## src/boe_pkg.sv

```systemverilog
// Shared constants and types of the byte-operation execution core
package boe_pkg;
    localparam int unsigned REG_ADDR_W = 8;
    localparam int unsigned REG_DATA_W = 32;
    localparam int unsigned INSN_W = 16;
    localparam int unsigned PC_W = 16;
    localparam int unsigned FILE_ADDR_W = 12;
    localparam int unsigned PTR_W = 12;
    localparam int unsigned NUM_PTR = 3;
    localparam int unsigned NUM_PHASES = 4;

    // Register map, byte addresses on the register port
    localparam logic [7:0] OFF_CTRL = 8'h00;
    localparam logic [7:0] OFF_ACC = 8'h04;
    localparam logic [7:0] OFF_BANK = 8'h08;
    localparam logic [7:0] OFF_STATUS = 8'h0c;
    localparam logic [7:0] OFF_PC = 8'h10;
    localparam logic [7:0] OFF_PTR0 = 8'h14;
    localparam logic [7:0] OFF_PTR1 = 8'h18;
    localparam logic [7:0] OFF_PTR2 = 8'h1c;

    // Field positions
    localparam int unsigned CTRL_RUN_BIT = 0;
    localparam int unsigned STAT_Z_BIT = 0;
    localparam int unsigned STAT_N_BIT = 1;
    localparam int unsigned STAT_MODE_LSB = 4;
    localparam int unsigned DEST_BIT = 9;
    localparam int unsigned BANKED_BIT = 8;

    // Reset values
    localparam logic [15:0] PC_RESET = 16'h0000;
    localparam logic [15:0] INSN_NOP = 16'h0000;
    localparam logic [7:0] ACC_RESET = 8'h00;
    localparam logic [7:0] BANK_RESET = 8'h00;
    localparam logic [3:0] PHASE_RESET = 4'h1;

    // Access bank: low half of bank 0 and high half of the top bank
    localparam logic [7:0] ACCESS_SPLIT = 8'h80;
    localparam logic [3:0] ACCESS_LO_BANK = 4'h0;
    localparam logic [3:0] ACCESS_HI_BANK = 4'hf;

    // Opcode patterns
    localparam logic [7:0] OPC_OR_LIT = 8'h09;
    localparam logic [5:0] OPC_OR_FILE = 6'h04;
    localparam logic [5:0] OPC_MOVE_FILE = 6'h14;
    localparam logic [5:0] OPC_INC_SKIP_NZ = 6'h12;
    localparam logic [5:0] OPC_INC_SKIP_Z = 6'h0f;
    localparam logic [9:0] OPC_LDPTR_FIRST = 10'h3b8;
    localparam logic [7:0] OPC_LDPTR_SECOND = 8'hf0;
    localparam logic [3:0] OPC_TWO_WORD_MOVE = 4'hc;
    localparam logic [5:0] OPC_TWO_WORD_FLOW = 6'h3b;

    typedef enum logic [2:0] {
        BOE_MODE_EXEC = 3'b001,
        BOE_MODE_SKIP = 3'b010,
        BOE_MODE_PTR2 = 3'b100
    } boe_mode_t;

    typedef enum logic [5:0] {
        BOE_OP_NONE = 6'b000001,
        BOE_OP_INC_SKIP_NZ = 6'b000010,
        BOE_OP_INC_SKIP_Z = 6'b000100,
        BOE_OP_OR_LIT = 6'b001000,
        BOE_OP_OR_FILE = 6'b010000,
        BOE_OP_MOVE_FILE = 6'b100000
    } boe_op_t;

    typedef struct packed {
        logic [FILE_ADDR_W-1:0] addr;
        logic [7:0] wdata;
        logic we;
    } boe_dmem_t;

    typedef struct packed {
        logic [PC_W-1:0] pc;
        logic [INSN_W-1:0] ir;
        boe_mode_t mode;
        boe_op_t op;
        logic [1:0] ptr_sel;
        logic [7:0] operand;
        logic [7:0] result;
        logic [7:0] acc;
        logic [7:0] bank;
        logic flag_n;
        logic flag_z;
        logic run;
        logic [NUM_PTR-1:0][PTR_W-1:0] ptr;
        boe_dmem_t dmem;
        logic [REG_DATA_W-1:0] rdata;
    } boe_state_t;

    typedef struct packed {
        logic [NUM_PHASES-1:0] ph;
    } boe_phase_state_t;
endpackage : boe_pkg

```

## src/boe_phase_gen.sv

```systemverilog
// Four-phase sequencer: one pulse per phase, halts only at a cycle boundary
`timescale 1ns/100ps
`default_nettype none
module boe_phase_gen #(
    parameter int unsigned PHASES = boe_pkg::NUM_PHASES
) (
    input wire logic clk_sys,
    input wire logic sys_rst,
    input wire logic run,
    output logic [PHASES-1:0] phase
);
    // The core decodes exactly four one-hot phases, so refuse any other count
    if (PHASES != boe_pkg::NUM_PHASES) begin : g_bad_phases
        $error("boe_phase_gen supports exactly four phases");
    end

    boe_pkg::boe_phase_state_t s;
    boe_pkg::boe_phase_state_t next_s;
    logic advance;

    // A started cycle always runs to its end so no instruction is cut in half
    assign advance = run | ~s.ph[0];
    assign phase = advance ? s.ph : '0;

    always_comb begin
        next_s = s;
        if (advance) begin
            next_s.ph = {s.ph[PHASES-2:0], s.ph[PHASES-1]};
        end
    end

    always_ff @(posedge clk_sys or posedge sys_rst) begin
        if (sys_rst) begin
            s.ph <= boe_pkg::PHASE_RESET;
        end else begin
            s <= next_s;
        end
    end
endmodule : boe_phase_gen
`default_nettype wire

```

## src/boe_core.sv

```systemverilog
// Execution core for the increment-skip, OR, load-pointer and move-file ops
//
// Overview of operation
// - Skip costs one cycle, two if skipping, three over a two-word instruction.
// - Increment-skip-if-nonzero adds one, writes destination, skips when result nonzero.
// - OR-literal ORs accumulator with literal into accumulator, updates N and Z.
// - OR-with-file ORs accumulator with file into destination, updates N and Z.
// - Destination bit zero writes accumulator; one writes back the file register.
// - Bank bit zero uses access bank; one uses the bank choice register.
// - Load-pointer puts a 12-bit literal in pointer 0 to 2 over two words.
// - Move-file copies file register to destination and updates N and Z.
// - Eight-bit file address reaches any byte of a 256-byte bank.
// - A skip discards the prefetched instruction and runs a no-operation instead.
//
// The register addresses and the address-and-strobe port were left to the implementer.
`timescale 1ns/100ps
`default_nettype none
module boe_core (
    input wire logic clk_sys,
    input wire logic sys_rst,
    input wire logic [boe_pkg::REG_ADDR_W-1:0] reg_addr,
    input wire logic [boe_pkg::REG_DATA_W-1:0] reg_wdata,
    input wire logic reg_wr,
    input wire logic reg_rd,
    output logic [boe_pkg::REG_DATA_W-1:0] reg_rdata,
    output logic [boe_pkg::PC_W-1:0] prog_addr,
    input wire logic [boe_pkg::INSN_W-1:0] prog_word,
    output var boe_pkg::boe_dmem_t dmem,
    input wire logic [7:0] dmem_rdata
);
    boe_pkg::boe_state_t s;
    boe_pkg::boe_state_t next_s;
    logic [boe_pkg::NUM_PHASES-1:0] phase;

    boe_phase_gen #(
        .PHASES(boe_pkg::NUM_PHASES)
    ) u_phase (
        .clk_sys(clk_sys),
        .sys_rst(sys_rst),
        .run(s.run),
        .phase(phase)
    );

    assign reg_rdata = s.rdata;
    assign prog_addr = s.pc;
    assign dmem = s.dmem;

    function automatic boe_pkg::boe_op_t decode_op(input logic [15:0] w);
        boe_pkg::boe_op_t op;
        op = boe_pkg::BOE_OP_NONE;
        if (w[15:8] == boe_pkg::OPC_OR_LIT) begin
            op = boe_pkg::BOE_OP_OR_LIT;
        end else if (w[15:10] == boe_pkg::OPC_OR_FILE) begin
            op = boe_pkg::BOE_OP_OR_FILE;
        end else if (w[15:10] == boe_pkg::OPC_MOVE_FILE) begin
            op = boe_pkg::BOE_OP_MOVE_FILE;
        end else if (w[15:10] == boe_pkg::OPC_INC_SKIP_NZ) begin
            op = boe_pkg::BOE_OP_INC_SKIP_NZ;
        end else if (w[15:10] == boe_pkg::OPC_INC_SKIP_Z) begin
            op = boe_pkg::BOE_OP_INC_SKIP_Z;
        end
        return op;
    endfunction : decode_op

    function automatic logic is_two_word(input logic [15:0] w);
        return (w[15:12] == boe_pkg::OPC_TWO_WORD_MOVE)
            || (w[15:10] == boe_pkg::OPC_TWO_WORD_FLOW);
    endfunction : is_two_word

    function automatic logic [11:0] file_addr(input logic banked, input logic [7:0] f,
                                              input logic [7:0] bank);
        logic [3:0] hi;
        if (banked) begin
            hi = bank[3:0];
        end else if (f < boe_pkg::ACCESS_SPLIT) begin
            hi = boe_pkg::ACCESS_LO_BANK;
        end else begin
            hi = boe_pkg::ACCESS_HI_BANK;
        end
        return {hi, f};
    endfunction : file_addr

    function automatic logic is_file_op(input boe_pkg::boe_op_t op);
        return op != boe_pkg::BOE_OP_NONE && op != boe_pkg::BOE_OP_OR_LIT;
    endfunction : is_file_op

    always_comb begin
        next_s = s;
        next_s.rdata = '0;

        // Register port writes; the core's own updates below take precedence
        if (reg_wr) begin
            case (reg_addr)
                boe_pkg::OFF_CTRL: next_s.run = reg_wdata[boe_pkg::CTRL_RUN_BIT];
                boe_pkg::OFF_ACC: next_s.acc = reg_wdata[7:0];
                boe_pkg::OFF_BANK: next_s.bank = reg_wdata[7:0];
                boe_pkg::OFF_PC: next_s.pc = reg_wdata[boe_pkg::PC_W-1:0];
                boe_pkg::OFF_PTR0: next_s.ptr[0] = reg_wdata[boe_pkg::PTR_W-1:0];
                boe_pkg::OFF_PTR1: next_s.ptr[1] = reg_wdata[boe_pkg::PTR_W-1:0];
                boe_pkg::OFF_PTR2: next_s.ptr[2] = reg_wdata[boe_pkg::PTR_W-1:0];
                default: begin
                end
            endcase
        end
        if (reg_rd) begin
            case (reg_addr)
                boe_pkg::OFF_CTRL: next_s.rdata[boe_pkg::CTRL_RUN_BIT] = s.run;
                boe_pkg::OFF_ACC: next_s.rdata[7:0] = s.acc;
                boe_pkg::OFF_BANK: next_s.rdata[7:0] = s.bank;
                boe_pkg::OFF_STATUS: begin
                    next_s.rdata[boe_pkg::STAT_Z_BIT] = s.flag_z;
                    next_s.rdata[boe_pkg::STAT_N_BIT] = s.flag_n;
                    next_s.rdata[boe_pkg::STAT_MODE_LSB +: 3] = s.mode;
                end
                boe_pkg::OFF_PC: next_s.rdata[boe_pkg::PC_W-1:0] = s.pc;
                boe_pkg::OFF_PTR0: next_s.rdata[boe_pkg::PTR_W-1:0] = s.ptr[0];
                boe_pkg::OFF_PTR1: next_s.rdata[boe_pkg::PTR_W-1:0] = s.ptr[1];
                boe_pkg::OFF_PTR2: next_s.rdata[boe_pkg::PTR_W-1:0] = s.ptr[2];
                default: next_s.rdata = '0;
            endcase
        end

        if (phase[0]) begin
            case (s.mode)
                boe_pkg::BOE_MODE_EXEC: next_s.op = decode_op(s.ir);
                boe_pkg::BOE_MODE_SKIP: next_s.op = boe_pkg::BOE_OP_NONE;
                boe_pkg::BOE_MODE_PTR2: next_s.op = boe_pkg::BOE_OP_NONE;
                default: next_s.op = boe_pkg::BOE_OP_NONE;
            endcase
            next_s.dmem.addr = file_addr(s.ir[boe_pkg::BANKED_BIT], s.ir[7:0], s.bank);
        end

        if (phase[1]) begin
            next_s.operand = dmem_rdata;
        end

        if (phase[2]) begin
            case (s.op)
                boe_pkg::BOE_OP_INC_SKIP_NZ: next_s.result = s.operand + 8'h01;
                boe_pkg::BOE_OP_INC_SKIP_Z: next_s.result = s.operand + 8'h01;
                boe_pkg::BOE_OP_OR_LIT: next_s.result = s.acc | s.ir[7:0];
                boe_pkg::BOE_OP_OR_FILE: next_s.result = s.acc | s.operand;
                boe_pkg::BOE_OP_MOVE_FILE: next_s.result = s.operand;
                default: next_s.result = s.result;
            endcase
            if (is_file_op(s.op) && s.ir[boe_pkg::DEST_BIT]) begin
                next_s.dmem.we = 1'b1;
                next_s.dmem.wdata = next_s.result;
            end
        end

        if (phase[3]) begin
            next_s.dmem.we = 1'b0;
            if (s.op == boe_pkg::BOE_OP_OR_LIT
                || (is_file_op(s.op) && !s.ir[boe_pkg::DEST_BIT])) begin
                next_s.acc = s.result;
            end
            if (s.op == boe_pkg::BOE_OP_OR_LIT || s.op == boe_pkg::BOE_OP_OR_FILE
                || s.op == boe_pkg::BOE_OP_MOVE_FILE) begin
                next_s.flag_n = s.result[7];
                next_s.flag_z = s.result == 8'h00;
            end
            next_s.mode = boe_pkg::BOE_MODE_EXEC;
            case (s.mode)
                boe_pkg::BOE_MODE_EXEC: begin
                    if (s.op == boe_pkg::BOE_OP_INC_SKIP_NZ && s.result != 8'h00) begin
                        next_s.mode = boe_pkg::BOE_MODE_SKIP;
                    end
                    if (s.op == boe_pkg::BOE_OP_INC_SKIP_Z && s.result == 8'h00) begin
                        next_s.mode = boe_pkg::BOE_MODE_SKIP;
                    end
                    if (s.ir[15:6] == boe_pkg::OPC_LDPTR_FIRST) begin
                        next_s.mode = boe_pkg::BOE_MODE_PTR2;
                        next_s.ptr_sel = s.ir[5:4];
                        if (s.ir[5:4] != 2'h3) begin
                            next_s.ptr[s.ir[5:4]][11:8] = s.ir[3:0];
                        end
                    end
                end
                boe_pkg::BOE_MODE_SKIP: begin
                    // two-word skip adds a third cycle
                    if (is_two_word(s.ir)) begin
                        next_s.mode = boe_pkg::BOE_MODE_SKIP;
                    end
                end
                boe_pkg::BOE_MODE_PTR2: begin
                    if (s.ir[15:8] == boe_pkg::OPC_LDPTR_SECOND && s.ptr_sel != 2'h3) begin
                        next_s.ptr[s.ptr_sel][7:0] = s.ir[7:0];
                    end
                end
                default: next_s.mode = boe_pkg::BOE_MODE_EXEC;
            endcase
            // Prefetch: the word fetched now is what a skip throws away
            next_s.ir = prog_word;
            next_s.pc = s.pc + 16'h0001;
        end
    end

    always_ff @(posedge clk_sys or posedge sys_rst) begin
        if (sys_rst) begin
            s.pc <= boe_pkg::PC_RESET;
            s.ir <= boe_pkg::INSN_NOP;
            s.mode <= boe_pkg::BOE_MODE_EXEC;
            s.op <= boe_pkg::BOE_OP_NONE;
            s.ptr_sel <= 2'h0;
            s.operand <= 8'h00;
            s.result <= 8'h00;
            s.acc <= boe_pkg::ACC_RESET;
            s.bank <= boe_pkg::BANK_RESET;
            s.flag_n <= 1'b0;
            s.flag_z <= 1'b0;
            s.run <= 1'b0;
            s.ptr <= '0;
            s.dmem <= '0;
            s.rdata <= '0;
        end else begin
            s <= next_s;
        end
    end
endmodule : boe_core
`default_nettype wire

```

## config.mk

```make
export PLATFORM = sky130hd
export DESIGN_NAME = boe_core
export DESIGN_NICKNAME = d
export VERILOG_FILES = /design/src/boe_pkg.sv /design/src/boe_phase_gen.sv /design/src/boe_core.sv
export SDC_FILE = /design/constraint.sdc
export NUM_CORES = 1
export LEC_CHECK = 0
export BUFFER_PORTS_ARGS = -buffer_cell sky130_fd_sc_hd__buf_2
export CORE_MARGIN = 1
export CORE_UTILIZATION = 59
export CTS_BUF_LIST = sky130_fd_sc_hd__clkbuf_8
export DETAILED_ROUTE_END_ITERATION = 7
export PLACE_DENSITY = 0.83
export SLEW_MARGIN = 20
export SYNTH_ARGS = -nofsm -noshare
export SYNTH_HDL_FRONTEND = slang
export SYNTH_SLANG_ARGS = --single-unit
```

## constraint.sdc

```tcl
create_clock -name clk_sys -period 6.2 [get_ports clk_sys]
set_clock_uncertainty 0.15 [all_clocks]
set_input_delay 1.24 -clock clk_sys [delete_from_list [all_inputs] [get_ports clk_sys]]
set_output_delay 1.24 -clock clk_sys [all_outputs]
set_load 0.02 [all_outputs]
```

==> metrics, run 1 <==
syn avg cell area=9.87 um^2; status=finished, final reports clean; CTS tree=done; Buffers on Ports=roughly 100; Hold Path End=dmem[6]; grt ovf=0; fillers=between 1000 and 1500; synth warn=0; Synth Instances=859; Reg2Reg Setup Slack=approximately 3.4 ns; Crit path required time=about 6.4 ns; nets=roughly 960; Die W=122 um; I/O Pins=approximately 140; Initial DRC Count=592; most frequent cells after synthesis=dfrtp_1 (152), nand2_1 (113), buf_4 (72); Area contributors post-synth=dfrtp_1 (45%), mux2_2 (7.3%), buf_4 (6.4%), mux2i_1 (5.5%), nand2_1 (5.0%); Setup crit end kind=flop; RSZ-0062 raised after global routing=false; DP HPWL=about 14000 um; Crit path arrival time=about 3.9 ns; total track usage=between 20% and 30%; number of vias in the routed layout=about 6700; Total Wirelength=between 20000 and 25000 um; number of global-route vias before repair=roughly 6300; initial antenna violation count=0; count leader, synth=dfrtp_1; first-pass GRT wire length=between 30000 and 40000 um; worst hold start=dmem[6]; Unique masters post-synth=between 70 and 80; largest net degree at the start of global routing=approximately 110; Yosys top cell area share=44.8%; gp weighted congestion=~0.94; CTS Root Cell=clkbuf_8; Worst Tran Pin Value=approximately 0.93 ns; Row Count=between 40 and 50; Die Y=between 100 and 150 um; # DRC=0; PwrDens=222 nW/um^2; average wire per standard cell=between 15 and 20 um; LEAKAGE=between 4 and 5 nW; crit-path max FO=12; cells on worst reg2reg path=6; peak supply drop=approximately 0.16 mV; WS Path Type=in2reg; P&R area growth vs syn=5.90%; Yosys top cell by area=dfrtp_1; Core Area=between 10000 and 15000 um^2; Hold Vio Cnt, Final=0; DR pass1 iterations=5; Setup crit start kind=input pin; worst-case clock buffer depth=2; number of synthesized flops with an enable pin=0; Synth Cell Area=roughly 8500 um^2; Die Footprint=roughly 15000 um^2; number of synthesized register bits=between 150 and 200; Power, Total=between 1.5 and 2 mW; max-slew headroom at the worst pin=a little under two fifths; Critical R2R Launch=s[89]; hold path cells=2; clk_lat worst skew=around 0.48 ns; antenna viol nets, final=0; Hold Path Class=reg2reg; Ant. Diodes=0; sequential-to-total area share from yosys stat=45.8%; min cycle time layout=~3.7 ns; asr flop ratio synth=100%; Inserted Clock Buffers=17; Main synth FF type=dfrtp_1; Setup TNS=0 ns; Setup Fix Bufs, Post-CTS=0; Final period util=between 50% and 60%; vias per inst=just over 6; setup violators final=0; Initial Util=60.9%; H-tree depth=4; Max Cap Viol=0; TritonCTS sink count=roughly 160; clock-pin slew on the worst setup and hold paths=about 0.080 ns; CTS hold repair buffers=0; count of pins over their slew limit=0; worst reg2reg path endpoint=s[105]; post-cts resize count=0; layout cell share with drive strength beyond 1=between 20% and 30%; fmax=around 270 MHz
==> how the worst max path moves through the flow <==
| stage | end | slack [ns] | cells past startpoint | from |
|---|---|---|---|---|
| after detailed placement | s[63] | 2.07 | 6 | reg_addr[5] |
| after global routing | s[61] | 2.42 | 6 | reg_addr[5] |
| after CTS | s[63] | 2.58 | 6 | reg_addr[5] |
| after global placement | s[62] | 2.11 | 6 | reg_addr[5] |
| final | s[63] | 2.48 | 6 | reg_addr[5] |
| after floorplan | dmem[0] | 0.64 | 1 | sys_rst |
==> critical path, stage by stage <==
cell,delay (ns)
buf_2,0.10
nor3_2,0.47
and3_1,0.56
nand4_1,0.76
mux2_2,0.55
mux2_4,0.25
==> per-layer routing <==
metal  routed length [um]  part of all wire (%)  track usage, %
met2                 9100                    44            43.4
met4                  613                   3.0            12.3
met3                 1890                   9.1            8.47
met5                    0                     0               0
met1                 9100                    44            41.1
==> final cells by class <==
type,count,area (um^2),share of cell area [%]
Sequential cell,155,3880,43.2
Tap cell,180,225,2.51
Clock buffer,19,262,2.91
Multi-Input combinational cell,595,3880,43.2
Inverter,10,42.5,0.474
Timing Repair Buffer,108,551,6.13
Clock inverter,13,144,1.60
==> where the power goes <==
| group | leakage [nW] | internal (mW) | switching, mW | total, mW |
|---|---|---|---|---|
| logic | 2.22 | 0.0559 | 0.0962 | 0.152 |
| clock network | 0.194 | 0.380 | 0.397 | 0.777 |
| registers | 1.87 | 1.04 | 0.0297 | 1.07 |
==> layout by cell type, fill, tap and decap left out, types with 5 or more instances in the layout <==
cell type | Yosys | layout
and3_1 | 16 | 16
o21ai_0 | 51 | 51
conb_1 | 1 | 16
nor2b_1 | 9 | 9
a221oi_1 | 6 | 6
o21a_1 | 5 | 5
mux2_2 | 55 | 55
dfrtp_1 | 152 | 152
o22ai_1 | 6 | 6
a31oi_1 | 10 | 10
clkbuf_8 | 0 | 19
buf_2 | 5 | 104
nand2b_1 | 5 | 5
nor4_1 | 5 | 5
nand2_1 | 113 | 113
a22oi_1 | 8 | 8
a21oi_1 | 45 | 45
mux2i_1 | 47 | 47
nand3_1 | 23 | 23
inv_1 | 9 | 8
nor2_1 | 52 | 52
and2_1 | 7 | 7
nor3_1 | 21 | 21
nand3b_1 | 6 | 6
a211oi_1 | 7 | 7
nand4_1 | 7 | 7
==> state kept, by name (all words and copies together), names as in the netlist <==
register and count:
dmem 21, prog_addr 16, reg_rdata 16, s 98, u_phase.s 4
==> cell families (layout without fill, tap and decap cells) <==
| family | count (synthesis) | count (layout) | synth area share, % |
|---|---|---|---|
| simple gates | 292 | 292 | 17.5 |
| compound gates | 174 | 174 | 12.9 |
| flops | 155 | 155 | 45.8 |
| buf+inv | 124 | 150 | 9.19 |
| mux | 107 | 107 | 13.8 |
| xor+xnor | 4 | 4 | 0.413 |
| fa+ha+maj | 2 | 2 | 0.295 |
| other cells | 1 | 16 | 0.0442 |
==> through the flow <==
step	setup WS [ns]	instances	area, um^2	utilization, %	hold WS [ns]
final	2.48	1080	8980	64.5	0.334
after global routing	2.42	1080	8980	64.5	0.364
after CTS	2.58	1080	8980	64.5	0.337
after detailed placement	2.07	1048	8580	61.6	0.317
after global placement	2.11	1048	8580	61.6	0.312
after floorplan	0.637	874	8540	-	0.300
(Power assumes the default switching activity.)
==> inputs of run 2 (changes only) <==
--- a/config.mk
+++ b/config.mk
@@ -5,12 +5,13 @@
 export SDC_FILE = /design/constraint.sdc
 export NUM_CORES = 1
 export LEC_CHECK = 0
+export ABC_AREA = 1
 export BUFFER_PORTS_ARGS = -buffer_cell sky130_fd_sc_hd__buf_2
 export CORE_MARGIN = 1
 export CORE_UTILIZATION = 59
 export CTS_BUF_LIST = sky130_fd_sc_hd__clkbuf_8
 export DETAILED_ROUTE_END_ITERATION = 7
-export PLACE_DENSITY = 0.83
+export PLACE_DENSITY = 0.82
 export SLEW_MARGIN = 20
 export SYNTH_ARGS = -nofsm -noshare
 export SYNTH_HDL_FRONTEND = slang
==> constraint.sdc (replaced) <==
create_clock -name clk_sys -period 3.52 [get_ports clk_sys]
set_clock_uncertainty 0.15 [all_clocks]
set_input_delay 0.704 -clock clk_sys [delete_from_list [all_inputs] [get_ports clk_sys]]
set_output_delay 0.704 -clock clk_sys [all_outputs]
set_load 0.02 [all_outputs]
==> metrics, run 2 <==
Hold Vio Cnt, Final=0; syn avg cell area=between 7 and 8 um^2; Power, Total=roughly 3.5 mW; Int Pwr=2.51 mW; Combinational Power Share=under 10%; initial antenna violation count=0; vias per inst=approximately 5.4; Hold Path Class=in2async; Seq pwr share=between 50% and 60%; synth warn=0; fmax=449 MHz; Initial Util=between 60% and 70%; cells on worst reg2reg path=8; Inserted Clock Buffers=17; most frequent cells in the layout=nand2_1 (371), dfrtp_1 (152), o21ai_0 (133); post-cts resize count=0; Initial DRC Count=a little under 800; Ant. Diodes=0; peak supply drop=between 0.2 and 0.25 mV; first-pass GRT wire length=approximately 34000 um; sequential-to-total area share from yosys stat=between 40% and 50%; DR pass1 iterations=5; Die Y=between 100 and 150 um; power share of the clock group=a little under two fifths; final core occ=64.7%; max FFs per register=slightly below 100; H-tree depth=4; count leader, synth=nand2_1; number of synthesized register bits=between 150 and 200; layout cell share with drive strength beyond 1=~15%; antenna viol nets, final=0; Setup crit end kind=flop; Die W=about 120 um; asr flop ratio synth=100%; CTS hold repair buffers=0; Setup crit start kind=input pin; I/O Pins=roughly 140; total track usage=29.7%; Worst Tran Pin Value=0.844 ns; clock-pin slew on the worst setup and hold paths=0.08 ns; # DRC=0; CTS tree=done; CTS Root Cell=clkbuf_8; register area=about 3900 um^2; P&R area growth vs syn=6.95%; number of global-route vias before repair=around 6800; area of the multi-input gates=around 3800 um^2; Setup TNS=0 ns; Reg2Reg Setup Slack=1.35 ns; Critical R2R Launch=s[126]; Synth Cell Area=around 9000 um^2; NetSw=approximately 0.96 mW; average wire per standard cell=15.0 um; Final period util=between 60% and 70%; Sw Ratio=27.7%; worst-case clock buffer depth=2; min cycle time layout=2.23 ns; Yosys top cell area share=between 40% and 50%; Die Footprint=about 15000 um^2; TritonCTS sink count=around 160; Yosys top cell by area=dfrtp_1; PwrDens=between 300 and 400 nW/um^2; Buffers on Ports=104; Area contributors post-synth=dfrtp_1 (43%), nand2_1 (16%), o21ai_0 (7.6%), buf_4 (6.1%), inv_1 (5.4%); clk_lat worst skew=around 0.48 ns; setup violators final=0; status=finished, final reports clean; most frequent cells after synthesis=nand2_1 (371), dfrtp_1 (152), o21ai_0 (133); Row Count=44; grt ovf=0; Setup Fix Bufs, Post-CTS=0; LEAKAGE=between 4 and 5 nW; nets=about 1300; crit-path max FO=24; fillers=between 1000 and 1500; Max Cap Viol=0; number of synthesized flops with an enable pin=0; gp weighted congestion=~0.93; Largest regs=s: 98 flops, dmem: 21 flops; Main synth FF type=dfrtp_1; DP HPWL=around 16000 um; max-slew headroom at the worst pin=a little over two fifths; WS Path Type=in2reg; Crit path required time=approximately 3.7 ns; Unique masters post-synth=41; count of pins over their slew limit=0; Total Wirelength=21700 um; worst reg2reg path endpoint=dmem[6]; largest net degree at the start of global routing=89; RSZ-0062 raised after global routing=false; commonest non-fill, non-tap cell in the layout=nand2_1; Crit path arrival time=roughly 2.4 ns; Synth Instances=~1200; number of vias in the routed layout=approximately 7800; Core Area=between 10000 and 15000 um^2; Largest Register=s
==> run 2: logic make-up after synthesis <==
family / after synthesis / synth area share (%)
xor+xnor: 2 / 0.199
flops: 155 / 44.1
other cells: 1 / 0.0426
mux: 4 / 0.512
simple gates: 593 / 28.7
fa+ha+maj: 2 / 0.284
buf+inv: 234 / 13.4
compound gates: 211 / 12.7
==> run 2: worst max path at each step <==
| stage | cells past startpoint | endpoint | slack (ns) | start |
|---|---|---|---|---|
| after floorplan | 1 | dmem[0] | 0.71 | sys_rst |
| after global placement | 9 | s[54] | 0.91 | reg_addr[7] |
| after detailed placement | 9 | s[60] | 0.84 | reg_addr[7] |
| after CTS | 9 | s[53] | 1.30 | reg_addr[7] |
| after global routing | 9 | s[64] | 1.13 | reg_addr[7] |
| final | 9 | s[53] | 1.29 | reg_addr[7] |
==> run 2: worst max-delay path, stage by stage <==
cell      delay (ns)
buf_2           0.10
nor2_2          0.12
nand3_2         0.17
inv_2           0.26
nand2_2         0.23
nor2_4          0.47
nand2_1         0.13
o211ai_1        0.15
nand2_1         0.08
==> run 2: final cells by class <==
type                       count  area share (%)
sequential                   155            41.3
multi-input combinational    828            40.3
timing repair buffer         112            6.44
inverter                     137            5.51
clock buffer                  18            2.63
tap                          184            2.45
clock inverter                14            1.45
==> run 2: power by group through the flow <==
stage	sequential (mW)	combinational [mW]	clock, mW
after floorplan	1.90	0.211	0
after CTS	1.88	0.277	1.32
after global routing	1.89	0.317	1.40
after detailed placement	1.92	0.276	0
after global placement	1.91	0.269	0
final	1.88	0.279	1.32
==> run 2: per-layer routing <==
layer / share of wire [%] / vias up / GRT usage [%]
li1: - / 3863 / -
met1: 45 / 3564 / 42.4
met2: 44 / 348 / 43.8
met3: 8.5 / 41 / 6.55
met4: 2.5 / 0 / 11.5
met5: 0 / - / 0
==> run 2: stage by stage <==
step                      setup WS, ns  instance area, um^2  hold WS (ns)  instances
after floorplan                  0.710                 8860         0.299       1217
after global placement           0.908                 9020         0.310       1416
after detailed placement         0.844                 9020         0.311       1416
after CTS                         1.30                 9410         0.218       1448
after global routing              1.13                 9410         0.232       1448
final                             1.29                 9410         0.195       1448
==> inputs of run 3 (changes only) <==
--- a/config.mk
+++ b/config.mk
@@ -5,13 +5,13 @@
 export SDC_FILE = /design/constraint.sdc
 export NUM_CORES = 1
 export LEC_CHECK = 0
-export ABC_AREA = 1
+export ABC_AREA = 0
 export BUFFER_PORTS_ARGS = -buffer_cell sky130_fd_sc_hd__buf_2
 export CORE_MARGIN = 1
 export CORE_UTILIZATION = 59
 export CTS_BUF_LIST = sky130_fd_sc_hd__clkbuf_8
 export DETAILED_ROUTE_END_ITERATION = 7
-export PLACE_DENSITY = 0.82
+export PLACE_DENSITY = 0.83
 export SLEW_MARGIN = 20
 export SYNTH_ARGS = -nofsm -noshare
 export SYNTH_HDL_FRONTEND = slang
==> constraint.sdc (replaced) <==
create_clock -name clk_sys -period 2.15 [get_ports clk_sys]
set_clock_uncertainty 0.15 [all_clocks]
set_input_delay 0.43 -clock clk_sys [delete_from_list [all_inputs] [get_ports clk_sys]]
set_output_delay 0.43 -clock clk_sys [all_outputs]
set_load 0.02 [all_outputs]
==> metrics, run 3 (synthesis results as in run 1) <==
number of global-route vias before repair=6716; Crit path arrival time=about 2.7 ns; Total Wirelength=about 23000 um; commonest non-fill, non-tap cell in the layout=dfrtp_1; nets=between 1000 and 1500; Hold Vio Cnt, Final=0; Inserted Clock Buffers=17; worst-case clock buffer depth=2; Setup crit end kind=flop; CTS Root Cell=clkbuf_8; DR pass1 iterations=5; most frequent cells in the layout=dfrtp_1 (152), nand2_1 (109), buf_2 (104); Power, Total=6.01 mW; Die Y=122 um; Die Footprint=roughly 15000 um^2; initial antenna violation count=0; RSZ-0062 raised after global routing=true; first-pass GRT wire length=about 36000 um; setup violators final=36; TritonCTS sink count=155; I/O Pins=about 140; Setup TNS=-6.52 ns; peak supply drop=0.372 mV; H-tree depth=4; cell area after layout=slightly below 10000 um^2; average wire per standard cell=about 20 um; Worst Tran Pin Value=about 0.53 ns; Final period util=113%; vias per inst=a little over 6; failing checks=negative setup slack; status=finished, violations left; largest net degree at the start of global routing=a little under 100; Hold Path Class=in2reg; total track usage=a little under a third; min cycle time layout=approximately 2.4 ns; grt ovf=0; clock-pin slew on the worst setup and hold paths=0.09 ns; max FFs per register=98; LEAKAGE=around 4.8 nW; Setup crit start kind=flop; final setup margin=-0.276 ns; number of vias in the routed layout=between 7000 and 8000; PwrDens=a little over 600 nW/um^2; Largest regs=s: 98 flops, dmem: 21 flops; Initial DRC Count=740; DP HPWL=16000 um; Area after DPL=just over 9000 um^2; antenna viol nets, final=0; Max Cap Viol=0; final core occ=around 71%; WS Path Type=reg2reg; CTS tree=done; Core Area=between 10000 and 15000 um^2; clk_lat worst skew=~0.45 ns; Die W=122 um; Crit path required time=around 2.4 ns; Largest Register=s; fmax=about 410 MHz; gp weighted congestion=0.971; Ant. Diodes=0; Row Count=43; max-slew headroom at the worst pin=approximately 64%; Initial Util=60.9%; P&R area growth vs syn=16.5%; layout cell share with drive strength beyond 1=between 30 and 40%; crit-path max FO=16; count of pins over their slew limit=0; Buffers on Ports=about 100; # DRC=0
-- run 3: cell count changes in the layout (fill, tap and decap cells not counted), sizes merged, moves of 7 or more --
cell   delta
nand2   -263
inv     -126
o21ai   -113
buf      +84
mux2     +55
nand3    -53
nor2     -51
mux2i    +47
a21oi    +19
and3     +16
nor2b     +9
a31oi     +8
and2      +7
nor4      +7
-- run 3: final timing paths --
path                              startpoint           end  slack, ns  cells past startpoint
worst max-delay path                  s[144]         s[70]      -0.28                      7
worst min-delay path            prog_word[5]        s[140]       0.02                      3
worst max register to register        s[144]         s[70]      -0.28                      7
worst min register to register       dmem[7]       dmem[7]       0.33                      2
max in group asynchronous            sys_rst  reg_rdata[9]       0.88                      4
min in group asynchronous            sys_rst      dmem[13]       0.49                      4
-- run 3: cell type report --
class / count / area, um^2
Multi-Input combinational cell: 595 / 3970
Timing Repair Buffer: 199 / 1330
Inverter: 10 / 41.3
Tap cell: 180 / 225
Sequential cell: 155 / 3880
Clock inverter: 14 / 204
Clock buffer: 17 / 234
Fill cell: 1031 / 4050
-- run 3: repair_timing --
item                                    CTS  global route
buffers inserted                          1             5
pin swaps                                 0             2
endpoints found under the setup margin   41            49
cloned                                    0             1
resized for setup                         9            25
hold buffers                              3             0
endpoints found under the hold margin    57             0
-- run 3: report_power, final --
group | total [mW] | switching [mW] | internal (mW)
clock | 2.44 | 1.07 | 1.37
combinational | 0.504 | 0.305 | 0.199
sequential | 3.07 | 0.0792 | 2.99
total | 6.01 | 1.46 | 4.55
-- run 3: per-stage QoR --
step,std cells,hold slack (ns),worst slack (ns)
after global placement,1129,0.315,-0.132
final,1170,0.0196,-0.276
after floorplan,874,0.300,-0.386
after global routing,1170,0.0126,-0.337
after CTS,1164,0.00165,-0.194
after detailed placement,1129,0.318,-0.213
-- run 3: critical path, stage by stage (launching register included) --
cell and delay (ns):
dfrtp_1 0.38, or4b_1 0.53, or4b_4 0.54, buf_12 0.15
nor4_4 0.26, buf_12 0.18, nand2_1 0.05, o21ai_1 0.10
-- run 3: layer usage --
| metal | share of wire (%) | GRT usage, % |
|---|---|---|
| met2 | 46 | 49.1 |
| met5 | 0 | 0 |
| met3 | 9.0 | 6.69 |
| met1 | 42 | 44.8 |
| met4 | 2.6 | 10.5 |
